<file path="config.mk">
export PLATFORM = sky130hd
export DESIGN_NAME = cpu_regs
export DESIGN_NICKNAME = d
export VERILOG_FILES = /design/src/include/cpu_regs_pkg.sv /design/src/hw/cpu_regs.sv
export VERILOG_INCLUDE_DIRS = /design/src /design/src/include
export SDC_FILE = /design/constraint.sdc
export NUM_CORES = 1
export LEC_CHECK = 0
export ABC_AREA = 1
export BUFFER_PORTS_ARGS = -buffer_cell sky130_fd_sc_hd__buf_2
export CAP_MARGIN = 0
export CORE_ASPECT_RATIO = 0.75
export CORE_MARGIN = 2
export CORE_UTILIZATION = 49
export DETAILED_ROUTE_END_ITERATION = 16
export PLACE_DENSITY_LB_ADDON = 0.12
export SLEW_MARGIN = 20
export SYNTH_ARGS = -nofsm -noshare
export SYNTH_HDL_FRONTEND = slang
export SYNTH_SLANG_ARGS = --single-unit
export TNS_END_PERCENT = 5
</file>
<file path="constraint.sdc">
create_clock -name clk_sys -period 1.9 [get_ports clk_sys]
set_input_delay 0.095 -clock clk_sys [delete_from_list [all_inputs] [get_ports clk_sys]]
set_output_delay 0.095 -clock clk_sys [all_outputs]
set_load 0.005 [all_outputs]
</file>
<file path="src/include/cpu_regs_params.svh">
// Offsets, field positions, reset values and frame byte count for the CPU register file
// Behaviour
// - One 8-bit accumulator holds operands and results.
// - Two 16-bit index registers for addressing, data and multiply/divide.
// - 24-bit instruction pointer, refreshed after every executed instruction.
// - 16-bit stack pointer, decremented per byte pushed, incremented per byte popped.
// - Variant may force upper stack pointer bits to a preset value.
// - Interrupt entry pushes nine bytes, all but stack pointer; call uses two/three.
// - Interrupt return pops saved registers in exact reverse push order.
// - Wait or halt saves context ahead so interrupt latency shrinks.
// - 8-bit condition flags register; bit 6 reserved.
// - Overflow flag set on signed arithmetic overflow of result MSB.
// - Mask pair: 10 main, 01 level1, 00 level2, 11 non-interruptable.
// - Both mask bits set on service entry; instructions may also change them.
// - Half-carry set on carry from bit 3 into bit 4 by add.
// - Negative flag copies result most significant bit.
// - Zero flag set when result is zero, cleared otherwise.
// - Carry flag set on carry/borrow out; divide reports overflow or zero divisor.
// - Carry loaded by bit test, updated by shifts, set/clear/complement by software.
// - Registers at debug offsets 0x00-0x0A, debug module only.
// - Global config resets to 0x00; only bits 1 and 0 writable.
// - Activation bit clear: return restores; set: re-enter wait without restore.
// - Debug-disable bit frees single-wire pin as GPIO; else pin stays debug.
// - After any reset the single-wire pin serves the external debug tool.
`ifndef CPU_REGS_PARAMS_SVH
`define CPU_REGS_PARAMS_SVH
`define DBG_OFS_ACC      4'h0
`define DBG_OFS_IP_EXT   4'h1
`define DBG_OFS_IP_HI    4'h2
`define DBG_OFS_IP_LO    4'h3
`define DBG_OFS_IDX1_HI  4'h4
`define DBG_OFS_IDX1_LO  4'h5
`define DBG_OFS_IDX2_HI  4'h6
`define DBG_OFS_IDX2_LO  4'h7
`define DBG_OFS_STK_HI   4'h8
`define DBG_OFS_STK_LO   4'h9
`define DBG_OFS_CC       4'hA
`define GCR_OFS          1'b0
`define GCR_RESET        8'h00
`define GCR_ACT_LVL_BIT  1
`define GCR_DBG_OFF_BIT  0
`define CC_V_BIT         7
`define CC_RSV_BIT       6
`define CC_MASK_HI_BIT   5
`define CC_H_BIT         4
`define CC_MASK_LO_BIT   3
`define CC_N_BIT         2
`define CC_Z_BIT         1
`define CC_C_BIT         0
`define CC_RESET         8'h28
`define SP_RESET         16'h03FF
`define INT_FRAME_BYTES  4'h9
`endif

</file>
<file path="src/include/cpu_regs_pkg.sv">
// Types shared by the CPU register file and its neighbours
package cpu_regs_pkg;
  // Flag update from execution: which flags to load and their values
  typedef struct packed {
    logic [7:0] mask;
    logic [7:0] value;
  } flag_upd_t;
  // Debug register access
  typedef struct packed {
    logic       rd;
    logic       wr;
    logic [3:0] addr;
    logic [7:0] wdata;
  } dbg_req_t;
  // Execution-unit register writes
  typedef struct packed {
    logic        acc_we;
    logic [7:0]  acc;
    logic        x_we;
    logic [15:0] x;
    logic        y_we;
    logic [15:0] y;
    logic        pc_we;
    logic [23:0] pc;
    logic        sp_we;
    logic [15:0] sp;
  } reg_wr_t;
  // Stack commands
  typedef enum logic [5:0] {
    STK_IDLE  = 6'h01,
    STK_PUSH  = 6'h02,
    STK_POP   = 6'h04,
    STK_IRQ   = 6'h08,
    STK_RETURN = 6'h10,
    STK_PARK  = 6'h20
  } stk_cmd_t;
  // Sequencer states, one-hot
  typedef enum logic [3:0] {
    SEQ_IDLE = 4'h1,
    SEQ_PUSH = 4'h2,
    SEQ_POP  = 4'h4,
    SEQ_WAIT = 4'h8
  } seq_state_t;
endpackage

</file>
<file path="src/hw/cpu_regs.sv">
// CPU architectural register file, context stacking and global configuration
`timescale 1ns/1ns
`include "cpu_regs_params.svh"
module cpu_regs #(
  parameter logic [15:0] SP_FORCE_MASK = 16'h0000,
  parameter logic [15:0] SP_FORCE_VAL  = 16'h0000
) (
  // Clock and reset
  input  wire logic                     clk_sys,
  input  wire logic                     rst_n,
  // Execution unit writes and flag updates
  input  wire cpu_regs_pkg::reg_wr_t    exec_wr,
  input  wire cpu_regs_pkg::flag_upd_t  flag_upd,
  input  wire logic                     instr_done,
  // Stack command and memory data
  input  wire cpu_regs_pkg::stk_cmd_t   stk_cmd,
  input  wire logic [7:0]               stk_push_data,
  input  wire logic [7:0]               stk_rd_data,
  input  wire logic                     wake_irq,
  output logic                          stk_mem_we,
  output logic [15:0]                   stk_mem_addr,
  output logic [7:0]                    stk_mem_wdata,
  output logic                          stk_busy,
  output logic                          cpu_parked,
  // Global configuration access
  input  wire logic                     gcr_wr,
  input  wire logic [7:0]               gcr_wdata,
  output logic [7:0]                    gcr_rdata,
  // Debug module access
  input  wire cpu_regs_pkg::dbg_req_t   dbg_req,
  output logic [7:0]                    dbg_rdata,
  // Register contents
  output logic [7:0]                    accumulator,
  output logic [15:0]                   index_first,
  output logic [15:0]                   index_second,
  output logic [23:0]                   instruction_pointer,
  output logic [15:0]                   stack_top_pointer,
  output logic [7:0]                    condition_flags,
  output logic [1:0]                    irq_level,
  // Single-wire debug pin ownership
  output logic                          debug_pin_is_gpio
);
  import cpu_regs_pkg::*;

  logic [7:0]  acc_reg;
  logic [15:0] x_reg;
  logic [15:0] y_reg;
  logic [23:0] pc_reg;
  logic [15:0] sp_reg;
  logic [7:0]  cc_reg;
  logic [7:0]  gcr_reg;
  seq_state_t  seq_reg;
  logic [3:0]  cnt_reg;
  logic        ctx_saved_reg;
  logic [15:0] sp_next;
  logic [7:0]  frame_byte;
  logic [7:0]  dbg_byte;
  logic        pop_ahead;

  // Forced upper stack bits per product variant
  function automatic logic [15:0] sp_fix(input logic [15:0] v);
    sp_fix = (v & ~SP_FORCE_MASK) | (SP_FORCE_VAL & SP_FORCE_MASK);
  endfunction

  // Debug byte lane decode used for reads only; writes decode in each register block
  function automatic logic [7:0] sel_byte(input logic [3:0] a);
    case (a)
      `DBG_OFS_ACC: sel_byte = acc_reg;
      `DBG_OFS_IP_EXT:  sel_byte = pc_reg[23:16];
      `DBG_OFS_IP_HI:   sel_byte = pc_reg[15:8];
      `DBG_OFS_IP_LO:   sel_byte = pc_reg[7:0];
      `DBG_OFS_IDX1_HI: sel_byte = x_reg[15:8];
      `DBG_OFS_IDX1_LO: sel_byte = x_reg[7:0];
      `DBG_OFS_IDX2_HI: sel_byte = y_reg[15:8];
      `DBG_OFS_IDX2_LO: sel_byte = y_reg[7:0];
      `DBG_OFS_STK_HI:  sel_byte = sp_reg[15:8];
      `DBG_OFS_STK_LO:  sel_byte = sp_reg[7:0];
      `DBG_OFS_CC:  sel_byte = cc_reg & ~(8'h01 << `CC_RSV_BIT);
      default:      sel_byte = 8'h00;
    endcase
  endfunction

  // Interrupt frame from index 0: pointer low/high/ext, first index, second index, accumulator, flags
  function automatic logic [7:0] frame_at(input logic [3:0] i);
    case (i)
      4'h0:    frame_at = pc_reg[7:0];
      4'h1:    frame_at = pc_reg[15:8];
      4'h2:    frame_at = pc_reg[23:16];
      4'h3:    frame_at = x_reg[7:0];
      4'h4:    frame_at = x_reg[15:8];
      4'h5:    frame_at = y_reg[7:0];
      4'h6:    frame_at = y_reg[15:8];
      4'h7:    frame_at = acc_reg;
      default: frame_at = cc_reg;
    endcase
  endfunction

  assign frame_byte = frame_at(cnt_reg);
  assign dbg_byte   = sel_byte(dbg_req.addr);

  // Frame sequencer; pops run with counter descending for reverse order
  always_ff @(posedge clk_sys) begin
    if (!rst_n) begin
      seq_reg       <= SEQ_IDLE;
      cnt_reg       <= 4'h0;
      ctx_saved_reg <= 1'b0;
    end else begin
      case (seq_reg)
        SEQ_IDLE: begin
          case (stk_cmd)
            STK_IRQ: begin
              if (ctx_saved_reg) begin
                ctx_saved_reg <= 1'b0;
              end else begin
                seq_reg <= SEQ_PUSH;
                cnt_reg <= 4'h0;
              end
            end
            STK_PARK: begin
              seq_reg <= SEQ_PUSH;
              cnt_reg <= 4'h0;
              ctx_saved_reg <= 1'b1;
            end
            STK_RETURN: begin
              if (gcr_reg[`GCR_ACT_LVL_BIT]) begin
                seq_reg       <= SEQ_WAIT;
                ctx_saved_reg <= 1'b1;
              end else begin
                seq_reg <= SEQ_POP;
                cnt_reg <= `INT_FRAME_BYTES - 4'h1;
              end
            end
            default: ;
          endcase
        end
        SEQ_PUSH: begin
          if (cnt_reg == `INT_FRAME_BYTES - 4'h1) begin
            seq_reg <= ctx_saved_reg ? SEQ_WAIT : SEQ_IDLE;
          end else begin
            cnt_reg <= cnt_reg + 4'h1;
          end
        end
        SEQ_POP: begin
          if (cnt_reg == 4'h0) begin
            seq_reg <= SEQ_IDLE;
          end else begin
            cnt_reg <= cnt_reg - 4'h1;
          end
        end
        SEQ_WAIT: begin
          // Frame already on stack, so the wake skips stacking
          if (wake_irq) begin
            seq_reg       <= SEQ_IDLE;
            ctx_saved_reg <= 1'b0;
          end
        end
        default: seq_reg <= SEQ_IDLE;
      endcase
    end
  end

  // Stack pointer next value
  always_comb begin
    sp_next = sp_reg;
    if (seq_reg == SEQ_PUSH || (seq_reg == SEQ_IDLE && stk_cmd == STK_PUSH)) begin
      sp_next = sp_reg - 16'h0001;
    end else if (seq_reg == SEQ_POP || (seq_reg == SEQ_IDLE && stk_cmd == STK_POP)) begin
      sp_next = sp_reg + 16'h0001;
    end
  end

  // Memory answers in the same cycle, so each return pop address is set up one cycle ahead
  assign pop_ahead = (seq_reg == SEQ_POP && cnt_reg != 4'h0) ||
                     (seq_reg == SEQ_IDLE && stk_cmd == STK_RETURN && !gcr_reg[`GCR_ACT_LVL_BIT]);

  // Stack memory port; a return pop reads the byte above the pointer, a plain pop addresses the pointer itself
  always_ff @(posedge clk_sys) begin
    if (!rst_n) begin
      stk_mem_we    <= 1'b0;
      stk_mem_addr  <= 16'h0000;
      stk_mem_wdata <= 8'h00;
    end else begin
      stk_mem_we    <= (seq_reg == SEQ_PUSH) || (seq_reg == SEQ_IDLE && stk_cmd == STK_PUSH);
      stk_mem_addr  <= pop_ahead ? sp_fix(sp_next + 16'h0001) : sp_reg;
      stk_mem_wdata <= (seq_reg == SEQ_PUSH) ? frame_byte : stk_push_data;
    end
  end

  // Stack pointer
  always_ff @(posedge clk_sys) begin
    if (!rst_n) begin
      sp_reg <= sp_fix(`SP_RESET);
    end else if (dbg_req.wr && dbg_req.addr == `DBG_OFS_STK_HI) begin
      sp_reg <= sp_fix({dbg_req.wdata, sp_reg[7:0]});
    end else if (dbg_req.wr && dbg_req.addr == `DBG_OFS_STK_LO) begin
      sp_reg <= sp_fix({sp_reg[15:8], dbg_req.wdata});
    end else if (exec_wr.sp_we && seq_reg == SEQ_IDLE) begin
      sp_reg <= sp_fix(exec_wr.sp);
    end else begin
      sp_reg <= sp_fix(sp_next);
    end
  end

  // Accumulator; popped bytes land in reverse order
  always_ff @(posedge clk_sys) begin
    if (!rst_n) begin
      acc_reg <= 8'h00;
    end else if (seq_reg == SEQ_POP) begin
      if (cnt_reg == 4'h7) begin
        acc_reg <= stk_rd_data;
      end
    end else if (dbg_req.wr && dbg_req.addr == `DBG_OFS_ACC) begin
      acc_reg <= dbg_req.wdata;
    end else if (exec_wr.acc_we) begin
      acc_reg <= exec_wr.acc;
    end
  end

  // First index register; a debug byte write beats a same-cycle execution write
  always_ff @(posedge clk_sys) begin
    if (!rst_n) begin
      x_reg <= 16'h0000;
    end else if (seq_reg == SEQ_POP) begin
      case (cnt_reg)
        4'h4:    x_reg[15:8] <= stk_rd_data;
        4'h3:    x_reg[7:0]  <= stk_rd_data;
        default: ;
      endcase
    end else begin
      if (exec_wr.x_we) x_reg <= exec_wr.x;
      case (dbg_req.wr ? dbg_req.addr : 4'hF)
        `DBG_OFS_IDX1_HI: x_reg[15:8] <= dbg_req.wdata;
        `DBG_OFS_IDX1_LO: x_reg[7:0]  <= dbg_req.wdata;
        default: ;
      endcase
    end
  end

  // Second index register, same priorities as the first
  always_ff @(posedge clk_sys) begin
    if (!rst_n) begin
      y_reg <= 16'h0000;
    end else if (seq_reg == SEQ_POP) begin
      case (cnt_reg)
        4'h6:    y_reg[15:8] <= stk_rd_data;
        4'h5:    y_reg[7:0]  <= stk_rd_data;
        default: ;
      endcase
    end else begin
      if (exec_wr.y_we) y_reg <= exec_wr.y;
      case (dbg_req.wr ? dbg_req.addr : 4'hF)
        `DBG_OFS_IDX2_HI: y_reg[15:8] <= dbg_req.wdata;
        `DBG_OFS_IDX2_LO: y_reg[7:0]  <= dbg_req.wdata;
        default: ;
      endcase
    end
  end

  // Instruction pointer, refreshed when an instruction retires
  always_ff @(posedge clk_sys) begin
    if (!rst_n) begin
      pc_reg <= 24'h000000;
    end else if (seq_reg == SEQ_POP) begin
      case (cnt_reg)
        4'h2: pc_reg[23:16] <= stk_rd_data;
        4'h1: pc_reg[15:8]  <= stk_rd_data;
        4'h0: pc_reg[7:0]   <= stk_rd_data;
        default: ;
      endcase
    end else if (dbg_req.wr && dbg_req.addr == `DBG_OFS_IP_EXT) begin
      pc_reg[23:16] <= dbg_req.wdata;
    end else if (dbg_req.wr && dbg_req.addr == `DBG_OFS_IP_HI) begin
      pc_reg[15:8] <= dbg_req.wdata;
    end else if (dbg_req.wr && dbg_req.addr == `DBG_OFS_IP_LO) begin
      pc_reg[7:0] <= dbg_req.wdata;
    end else if (instr_done && exec_wr.pc_we) begin
      pc_reg <= exec_wr.pc;
    end
  end

  // Condition flags; execution loads masked fields, bit 6 held at zero
  always_ff @(posedge clk_sys) begin
    if (!rst_n) begin
      cc_reg <= `CC_RESET;
    end else if (seq_reg == SEQ_POP && cnt_reg == 4'h8) begin
      cc_reg <= stk_rd_data & ~(8'h01 << `CC_RSV_BIT);
    end else if (seq_reg == SEQ_PUSH && cnt_reg == `INT_FRAME_BYTES - 4'h1 && !ctx_saved_reg) begin
      cc_reg[`CC_MASK_HI_BIT] <= 1'b1;
      cc_reg[`CC_MASK_LO_BIT] <= 1'b1;
    end else if (seq_reg == SEQ_WAIT && wake_irq) begin
      cc_reg[`CC_MASK_HI_BIT] <= 1'b1;
      cc_reg[`CC_MASK_LO_BIT] <= 1'b1;
    end else if (dbg_req.wr && dbg_req.addr == `DBG_OFS_CC) begin
      cc_reg <= dbg_req.wdata & ~(8'h01 << `CC_RSV_BIT);
    end else begin
      // V,H,N,Z,C and mask bits computed by execution
      cc_reg <= ((cc_reg & ~flag_upd.mask) | (flag_upd.value & flag_upd.mask)) & ~(8'h01 << `CC_RSV_BIT);
    end
  end

  // Global configuration; only low two bits store
  always_ff @(posedge clk_sys) begin
    if (!rst_n) begin
      gcr_reg <= `GCR_RESET;
    end else if (gcr_wr) begin
      gcr_reg <= gcr_wdata & 8'h03;
    end
  end

  // Debug read data stands one cycle, zero when no read
  always_ff @(posedge clk_sys) begin
    if (!rst_n) begin
      dbg_rdata <= 8'h00;
    end else begin
      dbg_rdata <= dbg_req.rd ? dbg_byte : 8'h00;
    end
  end

  // Config readback and pin ownership; reset hands the pin to the debug tool
  always_ff @(posedge clk_sys) begin
    if (!rst_n) begin
      gcr_rdata         <= `GCR_RESET;
      debug_pin_is_gpio <= 1'b0;
    end else begin
      gcr_rdata         <= gcr_reg;
      debug_pin_is_gpio <= gcr_reg[`GCR_DBG_OFF_BIT];
    end
  end

  // Sequencer status, one cycle behind the state
  always_ff @(posedge clk_sys) begin
    if (!rst_n) begin
      stk_busy   <= 1'b0;
      cpu_parked <= 1'b0;
    end else begin
      stk_busy   <= (seq_reg == SEQ_PUSH) || (seq_reg == SEQ_POP);
      cpu_parked <= (seq_reg == SEQ_WAIT);
    end
  end

  // Register mirrors trail the registers by one cycle
  always_ff @(posedge clk_sys) begin
    if (!rst_n) begin
      accumulator <= 8'h00;
    end else begin
      accumulator <= acc_reg;
    end
  end

  always_ff @(posedge clk_sys) begin
    if (!rst_n) begin
      index_first  <= 16'h0000;
      index_second <= 16'h0000;
    end else begin
      index_first  <= x_reg;
      index_second <= y_reg;
    end
  end

  always_ff @(posedge clk_sys) begin
    if (!rst_n) begin
      instruction_pointer <= 24'h000000;
    end else begin
      instruction_pointer <= pc_reg;
    end
  end

  always_ff @(posedge clk_sys) begin
    if (!rst_n) begin
      stack_top_pointer <= 16'h0000;
    end else begin
      stack_top_pointer <= sp_reg;
    end
  end

  // Level taken from the same flags value, so the pair never disagrees
  always_ff @(posedge clk_sys) begin
    if (!rst_n) begin
      condition_flags <= 8'h00;
      irq_level       <= 2'b00;
    end else begin
      condition_flags <= cc_reg;
      irq_level       <= {cc_reg[`CC_MASK_HI_BIT], cc_reg[`CC_MASK_LO_BIT]};
    end
  end
endmodule

</file>
# Yosys cells after proc, flatten, opt, wreduce, memory -nomap -nowiden
# Index checks and enable logic that the tools add are counted.
# op_classes
bitwise_logic	7
muxes	68
addsub	5
n_eq_ne	55
reduce_logical	52
# ops
operator	n
$mux W16	12
$mux W8	23
$pmux W8 S11	1
$pmux W8 S8	1
$eq A4 B3 Y1 const B	13
$mux W24	2
$mux W4	11
$pmux W4 S3	3
$add A16 B1 Y16 const B	2
$reduce_bool A3 Y1	9
$ne A2 B2 Y1 const B	11
$eq A4 B2 Y1 const B	5
$eq A4 B4 Y1 const B	5
$logic_and A1 B1 Y1	18
$ne A3 B3 Y1 const B	6
$and A8 B8 Y8	2
$pmux W4 S4	1
$reduce_and A2 Y1	8
$reduce_and A4 Y1	4
$sub A16 B1 Y16 const B	1
$eq A4 B1 Y1 const B	3
$ne A2 B1 Y1 const B	6
$logic_not A4 Y1	2
$mux W1	8
22 further kinds	30
# totals
out_inout_bits	134
elab_cells	219
reg_bits	227
inputBits	150

# Depth between registers and ports, before layout
# Gate-level depths: netlist of the first run.
# depth
ltp_word	8
mapped_depth	18

# Worst setup path after synthesis of the first run
# OpenSTA, ideal clock, no wires.
# synth_timing
path_type	flip-flop to flip-flop
startpoint	reg seq_reg[2]
endpoint	reg stk_mem_addr[6]
setup_ps	113
stages_incl_launch_ff	17
t_required_ps	1787
slack_ps	-78
t_arrival_ps	1865
cell_sequence	dfxtp_1 -> nor2_4 -> inv_2 -> nor2_8 -> nand2_4 -> nand2_8 -> inv_6 -> nand3_1 -> nand2_1 -> inv_1 -> ha_1 -> nand3_4 -> inv_1 -> nand2_1 -> xor2_1 -> o21ai_1 -> inv_1
# synth_via
elab_chain_len	7
elab_cells_between_ends	15
cone_classes	1 x add/sub; 3 x eq/ne; 3 x mux; 8 x reduce/logical
# synth_rtl
element	line	rtl
from (decl)	cpu_regs.sv:52	seq_state_t seq_reg;
from (signal assigned)	cpu_regs.sv:138	seq_reg <= ctx_saved_reg ? SEQ_WAIT : SEQ_IDLE;
$eq A4 B1 Y1	cpu_regs.sv:165, cpu_regs.sv:167, cpu_regs.sv:174	
$logic_and A1 B1 Y1	cpu_regs.sv:167	end else if (seq_reg == SEQ_POP || (seq_reg == SEQ_IDLE && stk_cmd == STK_POP)) begin
$logic_or A1 B1 Y1	cpu_regs.sv:167	
$mux W16	cpu_regs.sv:167	
$mux W16	cpu_regs.sv:165	if (seq_reg == SEQ_PUSH || (seq_reg == SEQ_IDLE && stk_cmd == STK_PUSH)) begin
$add A16 B1 Y16	cpu_regs.sv:184	stk_mem_addr <= pop_ahead ? sp_fix(sp_next + 16'h0001) : sp_reg;
$mux W16 *	cpu_regs.sv:184	
to (signal assigned)	cpu_regs.sv:184	
to (decl)	cpu_regs.sv:21	output logic [15:0] stk_mem_addr,
# Every way passes the cells marked *; elsewhere a longest branch is shown, timed or not.
# A chain may end at the register's enable or synchronous reset.

# Worst setup path in the final report of the first run
# layout_timing
startpoint	reg seq_reg[0]
endpoint	reg stk_mem_addr[6]
# Same word-level chain as after synthesis.

==> results_dict.tcl, run 1 <==
set metrics [dict create \
    firstDrtPassIters 6 \
    ys_warn_count 0 \
    synth.avg_cell_area_um2 6.91 \
    holdWs_ps -3.61 \
    final_util_pct 73.3 \
    timing.fmax_mhz 465 \
    hold-path-cell-count 5 \
    r2r_start "seq_reg[0]" \
    mostFrequentLayoutCells "nand2_1 (365), buf_2 (267), buf_4 (226), inv_1 (218), dfxtp_1 (209)" \
    final_common_cell "nand2_1" \
    routed_wl_um 54300 \
    io_pins 284 \
    synth_area_leader_cell "dfxtp_1" \
    timing.final.ws_setup_ps -250 \
    r2r_end "stk_mem_addr[6]" \
    pwr-share-clk_pct 28.6 \
    p_sw_share_pct 35.6 \
    grt_overflow 0 \
    pre_cts_ws_ps -295 \
    area_delta_synth_final_pct 45.3 \
    nFillCells 1855 \
    status "finished, violations left" \
    grt_util_all_layers_pct 41.6 \
    rsz0062_at_grt "true" \
    fin_area_mm2 0.0170 \
    ir_drop_mv 0.639 \
    seq_area_frac_synth_pct 37.9 \
    min_path_type "primary input to flop" \
    synth_top_area_share_pct 37.9 \
    die_x_um 183 \
    cp_max_fo 4 \
    routabilityCongestion 1.03 \
    clkTransAtPathRegs_ps 70 \
    r2r_slack_ps -250 \
    ant_nets 0 \
    clock_sinks 222 \
    root_buffer "clkbuf_16" \
    endpoint_kind "flop" \
    cp.required_ps 2310 \
    syn_inst 1697 \
    clkLatencyLatePin_ps 530 \
    placed_cell_area_mm2 0.0149 \
    p_leak_nw 8.63 \
    critPathCapture "stk_mem_addr[6]" \
    netlist-cell-type-count 51 \
    dp_hpwl_um 39500 \
    initial_core_util_pct 50.5 \
    port_buffers 268 \
    grt_pass1_wl_um 79300 \
    async_flop_share_pct 0 \
    htree_num_levels 1 \
    rr_worst_depth 15 \
    drtIter0Drc 1974 \
    final.period_utilization_pct 113 \
    routed_via_density 5.77 \
    power.switching_mw 5.55 \
    cp.arrival_ps 2560 \
    layout-drive-gt1-share_pct 32.5 \
    ys_seq_elements 222 \
    vias 14800 \
    p_comb_share_pct 36.0 \
    synth_edf_count 0 \
    ys.flop_type "dfxtp_1" \
    drc 0 \
    maxCapViolCount 0 \
    hold_violations 2 \
    grt_max_degree 129 \
    cts_tree "built" \
    power-per-cell-area_mw_per_mm2 913 \
    critical_path.startpoint "seq_reg[0]" \
    yosys-top-cells-area "dfxtp_1 (38%), nand2_1 (13%), inv_1 (7.3%)" \
    cts_max_path_buffers 3 \
    p_seq_share_pct 35.4 \
    min_period_ps 2150 \
    netlist_area_mm2 0.0117 \
    cts_buffers 23 \
    wire_per_inst_um 21.2 \
    slew_violations 0 \
    grt_pass1_vias 13600 \
    max_slew.worst_pin.slew_ps 720 \
    relSlewSlack_pct 52.0 \
    failed_checks "negative hold slack, negative setup slack" \
    setup_violations 59 \
    cp-start-kind "flop" \
    die_area_mm2 0.0252 \
    nets 2399 \
    row_count 48 \
    antenna_found_initial 4 \
    intPower_mw 10.0 \
    die_h_um 138 \
    coreArea_mm2 0.0232 \
    skew_ps 15.0 \
    crit_type "flop to flop" \
]
==> through the flow <==
stage                     std cells  setup TNS, ps  total power [mW]
after global placement         2412          -5040              10.3
after floorplan                1703          -85.8              8.01
after CTS                      2550          -3220              15.1
after global routing           2557         -15880              16.2
final                          2558          -5710              15.6
after detailed placement       2412          -9550              10.3
==> cells in the mapped netlist (2+ instances only) <==
cell type,number
nor2_8,2
o2111ai_1,4
o21ai_2,2
buf_1,4
inv_1,229
o21ai_1,8
clkbuf_1,46
a21oi_1,73
nand3_1,77
nor2_4,10
o31ai_1,2
a22oi_1,6
ha_1,8
nor4_1,3
nand2_4,5
nand4_1,11
nand2_2,13
nand3_4,2
clkinv_1,7
nor3_1,10
nand2_1,397
o211ai_1,65
xor2_1,14
a221oi_1,27
inv_2,22
o21ai_0,146
buf_6,5
nor2_1,114
buf_2,16
dfxtp_1,222
nor2_2,19
a32o_1,2
o22ai_1,36
a31o_2,2
buf_4,15
nand3_2,2
a211oi_1,4
a21oi_2,3
a31oi_1,52
==> per-layer routing <==
metal	GRT usage [%]	share of wire [%]	wire, um	vias to the layer above
met2	59.1	40	21600	1077
met4	14.5	3.7	1990	4
li1	-	-	-	6710
met1	58.7	42	22700	6802
met3	13.7	15	8090	169
met5	0	0.044	24	-
==> worst min path at each step <==
| stage | start | end | slack [ps] |
|---|---|---|---|
| floorplan | gcr_wdata[1] | gcr_reg[1] | 230 |
| global placement | gcr_wdata[0] | gcr_reg[0] | 320 |
| detailed placement | gcr_wdata[1] | gcr_reg[1] | 330 |
| CTS | exec_wr[12] | sp_reg[12] | 0.1 |
| global route | exec_wr[12] | sp_reg[12] | 40 |
| finish | exec_wr[8] | sp_reg[8] | -4 |
==> area by class of cell <==
class / instances / area, um^2 / share of cell area (%)
multi-input cells: 1136 / 6280 / 36.9
clock inverters: 7 / 63.8 / 0.374
clock buffers: 33 / 643 / 3.77
diodes: 2 / 5.00 / 0.0294
repair buffers: 599 / 4220 / 24.7
inverters: 259 / 987 / 5.79
flip-flops and latches: 222 / 4470 / 26.2
well taps: 300 / 375 / 2.20
==> power by group through the flow <==
stage               Combinational, mW  Clock, mW  Sequential [mW]
floorplan                        2.60          0             5.41
global placement                 4.76          0             5.53
detailed placement               4.79          0             5.54
CTS                              5.18       4.43             5.46
global route                     6.03       4.62             5.53
finish                           5.60       4.45             5.51
==> repair_timing <==
item                                   4_1_cts  5_1_grt
setup buffers                               10        5
setup endpoints to repair                   89      113
pin swaps                                   20       27
gates resized for setup                     78       83
endpoints found under the hold margin       82        0
gates cloned                                 0        1
hold buffers                                88        0
==> worst max-delay path, stage by stage, from the launching register on <==
cell	delay, ps
dfxtp_4	360
buf_4	140
nand3_4	70
nor2_1	70
nor2_2	230
nand2_1	90
nand2_1	80
nand2_2	90
inv_2	90
ha_4	150
nand3_4	130
inv_2	110
nand2_2	60
xor2_1	140
o21ai_1	180
inv_1	50
==> kinds of logic after synthesis <==
family / share of synthesized area [%]
AO/OA/AOI/OAI: 23.1
XOR/XNOR: 1.05
adder cells (fa/ha/maj): 0.853
AND/OR/NAND/NOR: 25.0
buffers and inverters: 12.1
other: 0.0320
flip-flops: 37.9
No activity file was read; power rests on OpenSTA's default activity.
==> run 2, diff against run 1 <==
--- a/config.mk
+++ b/config.mk
@@ -11,7 +11,7 @@
 export CAP_MARGIN = 0
 export CORE_ASPECT_RATIO = 0.75
 export CORE_MARGIN = 2
-export CORE_UTILIZATION = 49
+export CORE_UTILIZATION = 55
 export DETAILED_ROUTE_END_ITERATION = 16
 export PLACE_DENSITY_LB_ADDON = 0.12
 export SLEW_MARGIN = 20
==> constraint.sdc (replaced) <==
create_clock -name clk_sys -period 2.5 [get_ports clk_sys]
set_input_delay 0.125 -clock clk_sys [delete_from_list [all_inputs] [get_ports clk_sys]]
set_output_delay 0.125 -clock clk_sys [all_outputs]
set_load 0.005 [all_outputs]
==> results_dict.tcl, run 2 (synthesis results as in run 1) <==
set metrics [dict create \
    die_x_um 173 \
    rsz0062_at_grt "false" \
    hold_violations 0 \
    min_path_type "primary input to flop" \
    io_pins 284 \
    hold_start "exec_wr[45]" \
    crit_top_cell "nand2_1" \
    critPathTopFamily "simple AND/OR/NAND/NOR gates" \
    grt_overflow 0 \
    timing.fmax_mhz 421 \
    routed_via_density 5.91 \
    dp_cells 2212 \
    use_met1_pct 60.3 \
    firstDrtPassIters 6 \
    met2_usage_pct 60.9 \
    critPathMaxStageDelay_ps 430 \
    final.period_utilization_pct 95.0 \
    r2r_start "cnt_reg[0]" \
    critPathBufInv 2 \
    grt_pass1_vias 11900 \
    setup_violations 0 \
    slew_violations 0 \
    tns_ps 0 \
    skew_ps 17.1 \
    clkLatencyLatePin_ps 520 \
    relSlewSlack_pct 48.0 \
    root_buffer "clkbuf_16" \
    p_leak_nw 7.50 \
    layout-drive-gt1-share_pct 21.7 \
    routabilityCongestion 1.02 \
    maxCapViolCount 0 \
    fin_cells 2324 \
    cts_max_path_buffers 3 \
    grt_busiest_layer "met2" \
    drtIter0Drc 2414 \
    grt_util_all_layers_pct 41.0 \
    status "finished clean" \
    cp.required_ps 2880 \
    row_count 46 \
    htree_num_levels 1 \
    crit_type "flop to flop" \
    antenna_found_initial 1 \
    routed_wl_um 48200 \
    die_area_mm2 0.0225 \
    grt_max_degree 109 \
    clkTransAtPathRegs_ps 70 \
    cts_tree "built" \
    initial_core_util_pct 55.8 \
    max_slew.worst_pin.slew_ps 775 \
    final_util_pct 70.7 \
    dp_hpwl_um 34300 \
    vias 13700 \
    clock_sinks 222 \
    coreArea_mm2 0.0210 \
    nets 2179 \
    cp_slowest_cell "nor4_1" \
    min_period_ps 2370 \
    cp-start-kind "flop" \
    endpoint_kind "flop" \
    critical_path.startpoint "cnt_reg[0]" \
    ir_drop_mv 0.558 \
    ant_nets 0 \
    cp_max_fo 9 \
    area_delta_synth_final_pct 26.7 \
    cts_buffers 23 \
    port_buffers 268 \
    cp.arrival_ps 2760 \
    drc 0 \
    die_h_um 130 \
    final_common_cell "nand2_1" \
    grt_util_met3_pct 8.02 \
    mostFrequentLayoutCells "nand2_1 (396), buf_2 (267), inv_1 (228), dfxtp_1 (217), o21ai_0 (146)" \
    postCtsSetupRepairBufs 0 \
    power-per-cell-area_mw_per_mm2 722 \
    wire_per_inst_um 20.7 \
    grt_pass1_wl_um 71100 \
    path_cells "inv_1 > ha_1 > nand2_1 > inv_2 > nand2_1 > o21ai_0 > nor4_1 > o21ai_0 > nand2_1 > a21oi_1" \
]
run 2: changes by cell type in the layout (fill, tap and decap cells not counted), sizes merged:
cell         before  now
clkbuf           33   30
clkinvlp          0    3
clkinv           13   11
bufinv            1    2
buf             511  307
diode             2    1
dlygate4sd3      88   72
run 2: final cells by class:
| type | count | area (um^2) |
|---|---|---|
| diodes | 1 | 2.50 |
| clock buffers | 30 | 632 |
| well taps | 288 | 360 |
| inverters | 259 | 977 |
| fillers | 1695 | 6150 |
| repair buffers | 379 | 2390 |
| flip-flops and latches | 222 | 4450 |
| clock inverters | 9 | 106 |
| multi-input cells | 1136 | 5940 |
run 2: layer usage:
metal | share of wire, % | vias to the layer above
met5 | 0 | -
met4 | 3.0 | 0
met3 | 14 | 121
met2 | 41 | 1046
met1 | 42 | 6293
li1 | - | 6267
run 2: stage by stage:
| stage | hold WS [ps] | total power, mW | cell area (um^2) | setup WS [ps] |
|---|---|---|---|---|
| 2_1_floorplan | 260 | 6.07 | 11800 | 522 |
| 3_3_place_gp | 348 | 7.02 | 13400 | 217 |
| 3_5_place_dp | 356 | 7.07 | 13400 | 134 |
| 4_1_cts | 0.551 | 10.5 | 14800 | 96.3 |
| 5_1_grt | 23.7 | 11.1 | 14900 | 5.21 |
| 6_report | 2.70 | 10.7 | 14900 | 125 |
run 2: timing repair:
action / in CTS / in global routing
hold endpoints to repair: 68 / 0
endpoints found under the setup margin: 0 / 19
gates resized for setup: 0 / 15
hold buffers: 72 / 0
run 2: power by group:
group,switching (mW),internal [mW]
registers,0.341,3.86
clock network,1.49,1.98
logic,1.97,1.09
total,3.80,6.93
run 2: worst paths after layout:
check                      endpoint  slack [ps]  cells past startpoint
max reg2reg        stk_mem_wdata[0]         130                     10
max                stk_mem_wdata[0]         130                     10
min reg2reg  instruction_pointer[5]         430                      2
min                        y_reg[3]           3                      3
run 2: worst register-to-register path: stages (launching register included):
cell     delay [ps]
dfxtp_1         380
inv_1           140
ha_1            250
nand2_1         200
inv_2           170
nand2_1         140
o21ai_0          90
nor4_1          430
o21ai_0         190
nand2_1         140
a21oi_1         100
